File: src/verilog/cmp_ctrl_pkg.sv
// Package: register map, fields, reset values and timing of the comparator block
`default_nettype none
package cmp_ctrl_pkg;
    localparam int ADDR_W = 8;
    localparam logic [7:0] A_PROTECT = 8'h00;
    localparam logic [7:0] A_CH1_CTRL = 8'h04;
    localparam logic [7:0] A_CH2_CTRL = 8'h08;
    localparam logic [7:0] A_STATUS = 8'h0c;
    localparam logic [7:0] A_ENABLE = 8'h10;
    localparam logic [7:0] A_EDGE = 8'h14;
    localparam logic [7:0] A_BANDGAP = 8'h18;
    localparam logic [7:0] A_CONFIG = 8'h1c;
    localparam int B_PROTECT = 3;
    localparam int B_IRQ_EN = 0;
    localparam int B_FILT_DIS = 1;
    localparam int B_FLAG = 2;
    localparam int B_RESULT = 3;
    localparam int B_DIV = 4;
    localparam int B_DIR = 7;
    localparam int B_CH2_STATUS = 3;
    localparam int B_LOW_CONS = 0;
    localparam int B_MON0_EN = 5;
    localparam int B_CH_EN = 6;
    localparam int B_EDGE = 1;
    localparam int B_BG_DIS = 0;
    localparam int B_SHARED = 0;
    localparam int B_IRQ_TYPE = 1;
    localparam int B_REF_EXT = 3;
    localparam int B_INVERT = 5;
    localparam logic RST_FILT_DIS = 1'b1;
    localparam logic RST_STATUS = 1'b1;
    localparam int CLK_NS = 8;
    localparam int SETTLE_NS = 100000;
    localparam int SETTLE_CYC = (SETTLE_NS + CLK_NS - 1) / CLK_NS;
    localparam int SETTLE_W = 16;
    localparam int DIV_W = 4;
endpackage
`default_nettype wire

File: src/verilog/cmp_ctrl.sv
// Dual comparator control: filters, edge detect, flags, pins and Avalon-MM registers
`default_nettype none
module cmp_ctrl #(
    parameter int SETTLE_CYCLES = cmp_ctrl_pkg::SETTLE_CYC
) (
    input wire logic i_clk,
    input wire logic i_rst,
    input wire logic i_soft_rst,
    input wire logic [7:0] i_avs_address,
    input wire logic i_avs_read,
    input wire logic i_avs_write,
    input wire logic [31:0] i_avs_writedata,
    output logic [31:0] o_avs_readdata,
    output logic o_avs_waitrequest,
    input wire logic i_low_speed_osc_clock,
    input wire logic i_ch1_above_internal_ref,
    input wire logic i_ch1_above_external_ref,
    input wire logic i_ch2_above_internal_ref,
    input wire logic i_ch2_above_external_ref,
    output logic o_ch1_result_pin,
    output logic o_ch2_result_pin,
    output logic o_ch1_nmi,
    output logic o_ch1_irq,
    output logic o_ch2_nmi,
    output logic o_ch2_irq,
    output logic o_monitors_own_circuit,
    output logic o_monitor0_active,
    output logic o_bandgap_disable,
    output logic o_low_consumption_enable
);
    localparam int SW = cmp_ctrl_pkg::SETTLE_W;
    localparam int DW = cmp_ctrl_pkg::DIV_W;
    localparam logic [SW-1:0] SETTLE_LOAD = SW'(SETTLE_CYCLES);

    typedef struct packed {
        logic wait_r;
        logic [31:0] rdata;
        logic prot;
        logic shared;
        logic mon_own;
        logic low_cons;
        logic bg_dis;
        logic mon_en;
        logic mon_act;
        logic [SW-1:0] mon_cnt;
        logic osc_prev;
        logic [1:0] en;
        logic [1:0] act;
        logic [1:0] irq_en;
        logic [1:0] filt_dis;
        logic [1:0] flag;
        logic [1:0] status;
        logic [1:0] dir;
        logic [1:0] edge2;
        logic [1:0] irq_type;
        logic [1:0] ref_ext;
        logic [1:0] inv;
        logic [1:0] smp;
        logic [1:0] filt;
        logic [1:0] prev;
        logic [1:0] pin;
        logic [1:0] nmi;
        logic [1:0] irq;
        logic [1:0][1:0] div;
        logic [1:0][DW-1:0] dcnt;
        logic [1:0][SW-1:0] cnt;
    } st_t;

    st_t r;
    st_t n;
    logic wr_ok;
    logic rd_go;
    logic osc_tick;
    logic [1:0] raw;
    logic [1:0] cur;
    logic [1:0] ev;
    logic [1:0] tick;
    logic [31:0] rv;

    function automatic logic [DW-1:0] div_last(input logic [1:0] sel);
        div_last = DW'((4'h2 << sel) - 4'h1);
    endfunction

    function automatic logic [31:0] ctrl_img(input st_t s, input int c);
        ctrl_img = '0;
        ctrl_img[cmp_ctrl_pkg::B_IRQ_EN] = s.irq_en[c];
        ctrl_img[cmp_ctrl_pkg::B_FILT_DIS] = s.filt_dis[c];
        ctrl_img[cmp_ctrl_pkg::B_FLAG] = s.flag[c];
        ctrl_img[cmp_ctrl_pkg::B_RESULT] = s.status[c];
        ctrl_img[cmp_ctrl_pkg::B_DIV +: 2] = s.div[c];
        ctrl_img[cmp_ctrl_pkg::B_DIR] = s.dir[c];
    endfunction

    assign wr_ok = i_avs_write & ~r.wait_r;
    assign rd_go = i_avs_read & r.wait_r;
    assign osc_tick = i_low_speed_osc_clock & ~r.osc_prev;
    assign raw[0] = r.ref_ext[0] ? i_ch1_above_external_ref : i_ch1_above_internal_ref;
    assign raw[1] = r.ref_ext[1] ? i_ch2_above_external_ref : i_ch2_above_internal_ref;

    always_comb begin
        n = r;
        cur = '0;
        ev = '0;
        tick = '0;
        rv = '0;
        // One wait cycle, then a single accepted cycle
        n.wait_r = ~((i_avs_read | i_avs_write) & r.wait_r);
        n.osc_prev = i_low_speed_osc_clock;
        n.nmi = '0;
        n.irq = '0;
        if (!r.mon_en) begin
            n.mon_act = 1'b0;
        end else if (!r.mon_act) begin
            if (r.mon_cnt == '0) begin
                n.mon_act = 1'b1;
            end else begin
                n.mon_cnt = r.mon_cnt - 1'b1;
            end
        end
        // Each channel touches only its own index
        for (int i = 0; i < 2; i++) begin
            tick[i] = osc_tick & (r.dcnt[i] == div_last(r.div[i]));
            if (osc_tick) begin
                n.dcnt[i] = tick[i] ? '0 : r.dcnt[i] + 1'b1;
            end
            if (tick[i]) begin
                n.smp[i] = raw[i];
                if (r.smp[i] == raw[i]) begin
                    n.filt[i] = raw[i];
                end
            end
            cur[i] = r.filt_dis[i] ? raw[i] : r.filt[i];
            n.prev[i] = cur[i];
            if (r.act[i] & r.shared) begin
                if (r.edge2[i]) begin
                    ev[i] = cur[i] ^ r.prev[i];
                end else if (r.dir[i]) begin
                    ev[i] = ~cur[i] & r.prev[i];
                end else begin
                    ev[i] = cur[i] & ~r.prev[i];
                end
            end
            if (r.en[i] & r.act[i] & r.shared) begin
                n.status[i] = cur[i];
            end else if (i == 1 && !r.en[i]) begin
                n.status[i] = 1'b1;
            end
            if (!r.en[i]) begin
                n.act[i] = 1'b0;
            end else if (!r.act[i]) begin
                if (r.cnt[i] == '0) begin
                    n.act[i] = 1'b1;
                end else begin
                    n.cnt[i] = r.cnt[i] - 1'b1;
                end
            end
        end
        if (wr_ok) begin
            case (i_avs_address)
                cmp_ctrl_pkg::A_PROTECT: begin
                    n.prot = i_avs_writedata[cmp_ctrl_pkg::B_PROTECT];
                end
                cmp_ctrl_pkg::A_CH1_CTRL, cmp_ctrl_pkg::A_CH2_CTRL: begin
                    if (r.prot) begin
                        for (int i = 0; i < 2; i++) begin
                            if ((i == 1) == (i_avs_address == cmp_ctrl_pkg::A_CH2_CTRL)) begin
                                n.irq_en[i] = i_avs_writedata[cmp_ctrl_pkg::B_IRQ_EN];
                                n.filt_dis[i] = i_avs_writedata[cmp_ctrl_pkg::B_FILT_DIS];
                                // Zero clears; a one keeps the flag as it is
                                n.flag[i] = r.flag[i] & i_avs_writedata[cmp_ctrl_pkg::B_FLAG];
                                n.div[i] = i_avs_writedata[cmp_ctrl_pkg::B_DIV +: 2];
                                if (!r.edge2[i]) begin
                                    n.dir[i] = i_avs_writedata[cmp_ctrl_pkg::B_DIR];
                                end
                            end
                        end
                    end
                end
                cmp_ctrl_pkg::A_ENABLE: begin
                    if (r.prot) begin
                        n.low_cons = i_avs_writedata[cmp_ctrl_pkg::B_LOW_CONS];
                        n.mon_en = i_avs_writedata[cmp_ctrl_pkg::B_MON0_EN];
                        if (n.mon_en & ~r.mon_en) begin
                            n.mon_cnt = SETTLE_LOAD;
                            n.mon_act = 1'b0;
                        end
                        for (int i = 0; i < 2; i++) begin
                            n.en[i] = i_avs_writedata[cmp_ctrl_pkg::B_CH_EN + i];
                            if (n.en[i] & ~r.en[i]) begin
                                n.cnt[i] = SETTLE_LOAD;
                                n.act[i] = 1'b0;
                            end else if (!n.en[i]) begin
                                n.act[i] = 1'b0;
                            end
                        end
                    end
                end
                cmp_ctrl_pkg::A_EDGE: begin
                    n.edge2 = i_avs_writedata[cmp_ctrl_pkg::B_EDGE +: 2];
                end
                cmp_ctrl_pkg::A_BANDGAP: begin
                    if (r.prot) begin
                        n.bg_dis = i_avs_writedata[cmp_ctrl_pkg::B_BG_DIS];
                    end
                end
                cmp_ctrl_pkg::A_CONFIG: begin
                    n.shared = i_avs_writedata[cmp_ctrl_pkg::B_SHARED];
                    n.irq_type = i_avs_writedata[cmp_ctrl_pkg::B_IRQ_TYPE +: 2];
                    n.ref_ext = i_avs_writedata[cmp_ctrl_pkg::B_REF_EXT +: 2];
                    n.inv = i_avs_writedata[cmp_ctrl_pkg::B_INVERT +: 2];
                end
                default: begin
                end
            endcase
        end
        for (int i = 0; i < 2; i++) begin
            // Control writes never set the flag by themselves here
            n.flag[i] = n.flag[i] | ev[i];
            n.nmi[i] = ev[i] & r.en[i] & r.irq_en[i] & ~r.irq_type[i];
            n.irq[i] = ev[i] & r.en[i] & r.irq_en[i] & r.irq_type[i];
        end
        case (i_avs_address)
            cmp_ctrl_pkg::A_PROTECT: rv[cmp_ctrl_pkg::B_PROTECT] = r.prot;
            cmp_ctrl_pkg::A_CH1_CTRL: rv = ctrl_img(r, 0);
            cmp_ctrl_pkg::A_CH2_CTRL: rv = ctrl_img(r, 1);
            cmp_ctrl_pkg::A_STATUS: rv[cmp_ctrl_pkg::B_CH2_STATUS] = r.status[1];
            cmp_ctrl_pkg::A_ENABLE: begin
                rv[cmp_ctrl_pkg::B_LOW_CONS] = r.low_cons;
                rv[cmp_ctrl_pkg::B_MON0_EN] = r.mon_en;
                rv[cmp_ctrl_pkg::B_CH_EN +: 2] = r.en;
            end
            cmp_ctrl_pkg::A_EDGE: rv[cmp_ctrl_pkg::B_EDGE +: 2] = r.edge2;
            cmp_ctrl_pkg::A_BANDGAP: rv[cmp_ctrl_pkg::B_BG_DIS] = r.bg_dis;
            cmp_ctrl_pkg::A_CONFIG: begin
                rv[cmp_ctrl_pkg::B_SHARED] = r.shared;
                rv[cmp_ctrl_pkg::B_IRQ_TYPE +: 2] = r.irq_type;
                rv[cmp_ctrl_pkg::B_REF_EXT +: 2] = r.ref_ext;
                rv[cmp_ctrl_pkg::B_INVERT +: 2] = r.inv;
            end
            default: rv = '0;
        endcase
        if (rd_go) begin
            n.rdata = rv;
        end
        // Flags, status and the enable register outlive this reset
        if (i_soft_rst) begin
            n.prot = 1'b0;
            n.shared = 1'b0;
            n.bg_dis = 1'b0;
            n.irq_en = '0;
            n.filt_dis = {2{cmp_ctrl_pkg::RST_FILT_DIS}};
            n.dir = '0;
            n.edge2 = '0;
            n.irq_type = '0;
            n.ref_ext = '0;
            n.inv = '0;
            n.div = '0;
            n.dcnt = '0;
            n.nmi = '0;
            n.irq = '0;
        end
        for (int i = 0; i < 2; i++) begin
            n.pin[i] = n.status[i] ^ n.inv[i];
        end
        // Registered so the owner output is a flop like the other pins
        n.mon_own = ~n.shared;
    end

    always_ff @(posedge i_clk) begin
        if (i_rst) begin
            r <= '0;
            r.wait_r <= 1'b1;
            r.filt_dis <= {2{cmp_ctrl_pkg::RST_FILT_DIS}};
            r.status <= {2{cmp_ctrl_pkg::RST_STATUS}};
            // Pins start at status xor no inversion, monitors own the detector
            r.pin <= {2{cmp_ctrl_pkg::RST_STATUS}};
            r.mon_own <= 1'b1;
        end else begin
            r <= n;
        end
    end

    assign o_avs_readdata = r.rdata;
    assign o_avs_waitrequest = r.wait_r;
    assign o_ch1_result_pin = r.pin[0];
    assign o_ch2_result_pin = r.pin[1];
    assign o_ch1_nmi = r.nmi[0];
    assign o_ch1_irq = r.irq[0];
    assign o_ch2_nmi = r.nmi[1];
    assign o_ch2_irq = r.irq[1];
    assign o_monitors_own_circuit = r.mon_own;
    assign o_monitor0_active = r.mon_act;
    assign o_bandgap_disable = r.bg_dis;
    assign o_low_consumption_enable = r.low_cons;
endmodule
`default_nettype wire

File: config.mk
export PLATFORM = sky130hd
export DESIGN_NAME = cmp_ctrl
export DESIGN_NICKNAME = d
export VERILOG_FILES = /design/src/verilog/cmp_ctrl_pkg.sv /design/src/verilog/cmp_ctrl.sv
export SDC_FILE = /design/constraint.sdc
export NUM_CORES = 1
export LEC_CHECK = 0
export BUFFER_PORTS_ARGS = -buffer_cell sky130_fd_sc_hd__buf_2
export CAP_MARGIN = 40
export CORE_AREA = 2 2 103 105
export DETAILED_ROUTE_END_ITERATION = 16
export DIE_AREA = 0 0 105 107
export GPL_ROUTABILITY_DRIVEN = 0
export PLACE_DENSITY = 0.83
export REMOVE_ABC_BUFFERS = 1
export SLEW_MARGIN = 30
export SYNTH_ARGS = -nofsm -noshare
export SYNTH_HDL_FRONTEND = slang
export SYNTH_SLANG_ARGS = --single-unit
File: constraint.sdc
create_clock -name i_clk -period 2.5 [get_ports i_clk]
set_clock_uncertainty 0.05 [all_clocks]
set_input_delay 0.5 -clock i_clk [delete_from_list [all_inputs] [get_ports i_clk]]
set_output_delay 0.5 -clock i_clk [all_outputs]
set_load 0.03 [all_outputs]
==> qor.csv, run 1 <==
stage,metric,value,unit
synthesis,leading area contributor after synthesis,dfxtp_1,
grt,largest net degree at the start of global routing,26,
place,Place WS,0.2217,ns
route,initial drt markers,237,
route,WL/cell,15.28,µm
timing,Least-Margin Pin Slew,0.6732,ns
clock_tree,Root Driver,clkbuf_8,
synthesis,Yosys cell types,60,
synthesis,Synth Flop Type,dfxtp_1,
floorplanning,cell row count,37,
worst_setup_path,cell depth of the worst flop-to-flop path,7,
power,P_int,2.354,mW
floorplanning,chip width,105,µm
final_layout,fillers,881,
route,overall routed net length,12570,µm
power,LEAKAGE,2.403,nW
place,detailed placement HPWL,9274,µm
timing,Setup TNS,0,ns
power,part of the power in combinational logic,6.8,%
grt,first-pass GRT wire length,20550,µm
route,Routed Antenna Nets,0,
grt,vias in the first global route,4512,
worst_setup_path,CP Cell Sequence,inv_1 -> ha_1 -> nor2b_1 -> and4_1 -> a2111oi_0 -> xnor2_1 -> nor2_1,
final_layout,synthesis-to-layout area growth,8.157,%
place,Placed Area,5848,µm²
worst_setup_path,max incr delay on CP,0.64,ns
synthesis,Mapped Area,5614,µm²
clock_tree,H-tree depth,3,
worst_setup_path,Worst EP required,2.70,ns
synthesis,Syn Area/Cell,8.664,µm²
power,Peak supply drop,0.3527,mV
worst_setup_path,r2r endpoint,r[14],
worst_setup_path,crit path capture,r[14],
power,Clk pwr share,36.8,%
synthesis,Synth Register Bits,111,
power,Net Switching,0.8175,mW
worst_setup_path,crit path launch type,flip-flop,
clock_tree,CTS tree,built,
worst_setup_path,critical path peak fanout,9,
synthesis,"count leader, synth",dfxtp_1,
grt,Global Route Usage Sum,22.50,%
power,sequential power share,56.3,%
synthesis,Mapped Cells,648,
synthesis,Post-synth EDFFs,0,
place,Buffers on Ports,44,
synthesis,ys async rst share,0,%
route,routed vias/inst,5.791,
floorplanning,DIE AREA,11240,µm²
timing,final worst setup slack,0.2803,ns
floorplanning,die height,107,µm
synthesis,largest family of logic cells by synthesized area,simple AND/OR/NAND/NOR gates,
worst_setup_path,CP startpoint,r[0],
timing,max-slew violations,0,
power,pwr dens,522.4,nW/µm²
route,DRT Pass-1 Iters,5,
timing,Final Critical Period,2.220,ns
synthesis,Synth Area in Adders,2.674,%
synthesis,ranking of synthesized cells by area,"dfxtp_1, nor2_1, xnor2_1",
synthesis,post-synth top area share,39.58,%
clock_tree,Num CTS Buffers,9,
clock_tree,Post-CTS Resized,0,
final_layout,share of the core filled with cells,60.17,%
floorplanning,core box area,10090,µm²
final_layout,net total in the final layout,744,
clock_tree,cts hold-fix bufs,0,
worst_setup_path,Reg2Reg Setup Slack,0.28,ns
synthesis,yosys warns,0,
timing,period utilization,88.79,%
route,Post-route DRC,0,
final_layout,design area,6072,µm²
clock_tree,"CTS clk-pin slew, worst paths",0.11,ns
final_layout,ANT cells,0,
grt,initial antenna violation count,0,
timing,Slew HR,54.70,%
flow_run,total of max-cap violations,0,
worst_setup_path,CP Capture Type,flip-flop,
worst_setup_path,Critical Path AT,2.42,ns
clock_tree,Bufs on Longest Clock Path,2,
synthesis,mux cell area share after synthesis,5.326,%
synthesis,Compound-Gate Fraction of Synth Area,13.95,%
timing,Final Hold Fails,0,
worst_setup_path,"Slowest-stage cell, CP",a2111oi_0,
worst_setup_path,worst r2r src,r[0],
route,via count,4766,
clock_tree,post-CTS setup buffers,0,
final_layout,share of cells above drive strength 1,14.12,%
hold_path,WHS Path Cells,2,
power,Sw Share,25.77,%
hold_path,worst hold path type,in -> reg,
synthesis,xor and xnor area share after synthesis,7.332,%
synthesis,commonest cells in the netlist,"dfxtp_1, nor2_1, a21oi_1, nand2_1, buf_4",
timing,RSZ-0062 raised after global routing,false,
clock_tree,CTS sink cnt,111,
floorplanning,Initial Util,55.63,%
outcome,status,finished clean,
clock_tree,worst skew pair latency,0.39,ns
synthesis,sequential fraction of the synthesis area,39.58,%
floorplanning,I/O pin total,93,
grt,grt total ovfl,0,
timing,final setup fails,0,
timing,Max Fclk,0.4505,GHz
synthesis,simple-gate share of the synthesized area,23.74,%
worst_setup_path,CP Class,reg -> reg,
## placed cells by master, fill, tap and decap left out, types with 4 or more instances in the layout
cell	instances
or2_2	6
mux2i_1	22
a2111oi_0	5
xnor2_1	29
ha_1	12
a22oi_1	6
nand4_1	11
buf_2	44
a21oi_1	41
nand3b_1	5
nand2_1	33
xor2_1	18
nor2b_1	10
nand3_1	21
o21ai_0	21
nor3_1	10
buf_4	12
nor2_1	81
nor4_1	16
or4_1	7
and2_1	4
nand2b_1	12
inv_1	21
and3_1	6
dfxtp_1	111
mux2_2	7
a211oi_1	10
a31oi_1	8
conb_1	24
clkbuf_8	10
or3_1	7
o211ai_1	8
## flip-flops by register name, summed over array words and instances, names as in the netlist
signal / count
o_ch2_result_pin: 1
o_ch2_irq: 1
o_ch1_irq: 1
o_ch1_nmi: 1
o_avs_waitrequest: 1
o_ch2_nmi: 1
o_monitor0_active: 1
o_monitors_own_circuit: 1
o_avs_readdata: 8
r: 92
o_low_consumption_enable: 1
o_ch1_result_pin: 1
o_bandgap_disable: 1
## power by group through the flow
stage,registers (mW),clock network [mW],logic [mW]
6_report,1.79,1.17,0.216
3_3_place_gp,1.83,0,0.210
4_1_cts,1.79,1.19,0.215
2_1_floorplan,1.84,0,0.120
5_1_grt,1.79,1.25,0.231
3_5_place_dp,1.83,0,0.214
## worst min path at each step
stage	from	to
CTS	i_avs_read	o_avs_waitrequest
global route	i_avs_read	o_avs_waitrequest
global placement	r[54]	r[54]
detailed placement	o_avs_waitrequest	o_avs_waitrequest
floorplan	r[55]	r[55]
finish	i_avs_read	o_avs_waitrequest
## metal layers
metal / routed length [µm] / up-vias / GRT usage, %
li1: - / 2315 / -
met1: 5422 / 2273 / 26.74
met2: 6217 / 145 / 40.26
met3: 592 / 33 / 3.404
met4: 340 / 0 / 9.905
met5: 0 / - / 0
## layout make-up
class                      instances  area (µm²)  area share [%]
multi-input combinational        483        3067           50.50
sequential                       111        2222           36.60
timing repair buffer              56       310.3           5.110
tap                              136       170.2           2.802
clock buffer                      10       137.6           2.267
clock inverter                     6       86.33           1.422
inverter                          21       78.83           1.298
## kinds of logic after synthesis
group,count (synthesis)
flops,111
simple gates,249
xor+xnor,47
other cells,1
buf+inv,77
compound gates,122
fa+ha+maj,12
mux,29
## metrics by stage
step / power, mW / hold slack [ns] / std cells
after floorplan: 1.956 / 0.3845 / 615
after global placement: 2.037 / 0.3940 / 807
after detailed placement: 2.042 / 0.4070 / 807
after CTS: 3.190 / 0.2527 / 823
after global routing: 3.267 / 0.2685 / 823
final: 3.172 / 0.2608 / 823
## worst max-delay path: cells and delay by family (launching register included)
| kind | cells | cell delay (ns) |
|---|---|---|
| buf+inv | 1 | 0.08 |
| compound gates | 1 | 0.64 |
| fa+ha+maj | 1 | 0.25 |
| simple gates | 3 | 0.50 |
| flops | 1 | 0.39 |
| xor+xnor | 1 | 0.18 |
Note: power is estimated with default switching activity, not from simulation.
==> run 2: changes to the inputs <==
--- a/config.mk
+++ b/config.mk
@@ -12,7 +12,9 @@
 export DIE_AREA = 0 0 105 107
 export GPL_ROUTABILITY_DRIVEN = 0
 export PLACE_DENSITY = 0.83
+export RECOVER_POWER = 50
 export REMOVE_ABC_BUFFERS = 1
+export SETUP_SLACK_MARGIN = 0.3
 export SLEW_MARGIN = 30
 export SYNTH_ARGS = -nofsm -noshare
 export SYNTH_HDL_FRONTEND = slang
==> run 2 against run 1 <==
  * Clock power is essentially flat
  * Sequential share of layout area is essentially flat
  * Critical path depth shrank 3
  * First-iteration DRC count shrank 2.1%
  * Critical endpoint is now o_avs_readdata[1]
  * Largest cell class unchanged
  * Largest power group unchanged
==> qor.csv, run 2 (synthesis gave the netlist of run 1 again) <==
stage,metric,value,unit,change
outcome,status,finished clean,,unchanged
timing,Final Hold Fails,0,,unchanged
timing,final setup fails,0,,unchanged
floorplanning,die height,107,µm,unchanged
route,initial drt markers,232,,was 237
timing,Slew HR,32.80,%,was 54.70%
grt,initial antenna violation count,0,,unchanged
route,routed vias/inst,5.768,,was 5.791
worst_setup_path,Critical Path AT,2.45,ns,was 2.42 ns
power,LEAKAGE,2.330,nW,was 2.403 nW
final_layout,max reg flops,92,,unchanged
worst_setup_path,crit path launch type,input pin,,was flip-flop
worst_setup_path,CP Class,in -> reg,,was reg -> reg
final_layout,Finished Layout Cells,825,,was 823
clock_tree,Num CTS Buffers,9,,unchanged
route,via count,4759,,was 4766
timing,RSZ-0062 raised after global routing,true,,was false
clock_tree,cts hold-fix bufs,0,,unchanged
final_layout,"leading cell type in the layout, fill and taps excluded",dfxtp_1,,unchanged
place,Placed Cells,807,,unchanged
worst_setup_path,CP Capture Type,flip-flop,,unchanged
final_layout,most frequent cells in the layout,"dfxtp_1, nor2_1, a21oi_1",,"was dfxtp_1, nor2_1, buf_2"
timing,Hold Worst Slack,0.2599,ns,was 0.2608 ns
floorplanning,core box area,10090,µm²,unchanged
place,Placed Area,5848,µm²,unchanged
place,detailed placement HPWL,9274,µm,unchanged
power,pwr dens,520.8,nW/µm²,was 522.4 nW/µm²
flow_run,total of max-cap violations,0,,unchanged
clock_tree,worst skew pair latency,0.38,ns,was 0.39 ns
worst_setup_path,Worst EP required,2.73,ns,was 2.70 ns
grt,first-pass GRT wire length,20560,µm,was 20550 µm
place,Buffers on Ports,44,,unchanged
final_layout,design area,6076,µm²,was 6072 µm²
place,Place WS,0.2217,ns,unchanged
final_layout,net total in the final layout,746,,was 744
final_layout,share of cells above drive strength 1,11.03,%,was 14.12%
timing,final worst setup slack,0.2789,ns,was 0.2803 ns
route,DRT Pass-1 Iters,5,,unchanged
clock_tree,H-tree depth,3,,unchanged
final_layout,fillers,888,,was 881
clock_tree,Bufs on Longest Clock Path,2,,unchanged
clock_tree,"CTS clk-pin slew, worst paths",0.11,ns,about the same
grt,largest net degree at the start of global routing,26,,unchanged
final_layout,ANT cells,0,,unchanged
floorplanning,cell row count,37,,unchanged
timing,Least-Margin Pin Slew,1.008,ns,was 0.6732 ns
timing,Max Fclk,0.4502,GHz,was 0.4505 GHz
clock_tree,Root Driver,clkbuf_8,,unchanged
grt,grt total ovfl,0,,unchanged
final_layout,synthesis-to-layout area growth,8.224,%,was 8.157%
timing,max-slew violations,0,,unchanged
grt,Global Route Usage Sum,22.52,%,was 22.50%
floorplanning,DIE AREA,11240,µm²,unchanged
timing,Final Critical Period,2.221,ns,was 2.220 ns
timing,period utilization,88.84,%,was 88.79%
clock_tree,CTS tree,built,,unchanged
floorplanning,Initial Util,55.63,%,unchanged
clock_tree,CTS sink cnt,111,,unchanged
final_layout,Top reg by flops,r,,unchanged
grt,vias in the first global route,4518,,was 4512
route,WL/cell,15.26,µm,was 15.28 µm
floorplanning,chip width,105,µm,unchanged
power,Peak supply drop,0.3518,mV,was 0.3527 mV
timing,Setup TNS,0,ns,unchanged
route,overall routed net length,12590,µm,was 12570 µm
route,Routed Antenna Nets,0,,unchanged
worst_setup_path,critical path peak fanout,21,,was 9
hold_path,worst hold path type,in -> reg,,unchanged
floorplanning,I/O pin total,93,,unchanged
route,Post-route DRC,0,,unchanged
## run 2: cell count changes in the layout (fill, tap and decap cells not counted), sizes merged
cell,delta
clkbuf,+24
buf,-22
## run 2: where the power goes
part | internal, mW | leakage (nW) | switching, mW | total [mW]
clock network | 0.519 | 0.114 | 0.645 | 1.16
registers | 1.78 | 0.896 | 0.00878 | 1.79
logic | 0.0543 | 1.32 | 0.159 | 0.214
## run 2: path summary, 6_finish.rpt
kind,start,end,slack [ns],cells after the start
worst min-delay path,i_avs_read,o_avs_waitrequest,0.26,2
worst max register to register,r[16],r[29],0.36,7
worst max-delay path,i_rst,o_avs_readdata[1],0.28,4
worst min register to register,r[55],r[55],0.43,2
## run 2: cell type report
cell class	count	area, µm²	area share (%)
Clock buffer	10	137.6	2.265
Clock inverter	6	86.33	1.421
Inverter	21	78.83	1.297
Multi-Input combinational cell	483	3090	50.86
Sequential cell	111	2222	36.57
Tap cell	136	170.2	2.801
Timing Repair Buffer	58	290.3	4.778
## run 2: per-layer routing
metal	wire length (µm)	vias up	GRT usage, %
li1	-	2317	-
met1	5396	2261	26.74
met2	6265	151	40.31
met3	619	30	3.404
met4	311	0	9.905
met5	0	-	0
## run 2: what timing repair did
action | CTS | global route
pin swaps | 0 | 1
resized for setup | 1 | 6
endpoints found under the setup margin | 1 | 12
cloned | 0 | 0
setup buffers | 0 | 2
## run 2: worst max-delay path: stages
cell and delay, ns:
clkbuf_1 0.71, clkbuf_1 0.82, nor3_1 0.18, a22o_1 0.23
## run 2: through the flow
stage               power (mW)  utilization (%)
floorplan                1.956                -
global placement         2.037            57.95
detailed placement       2.042            57.95
CTS                      3.190            60.19
global route             3.264            60.20
finish                   3.165            60.20
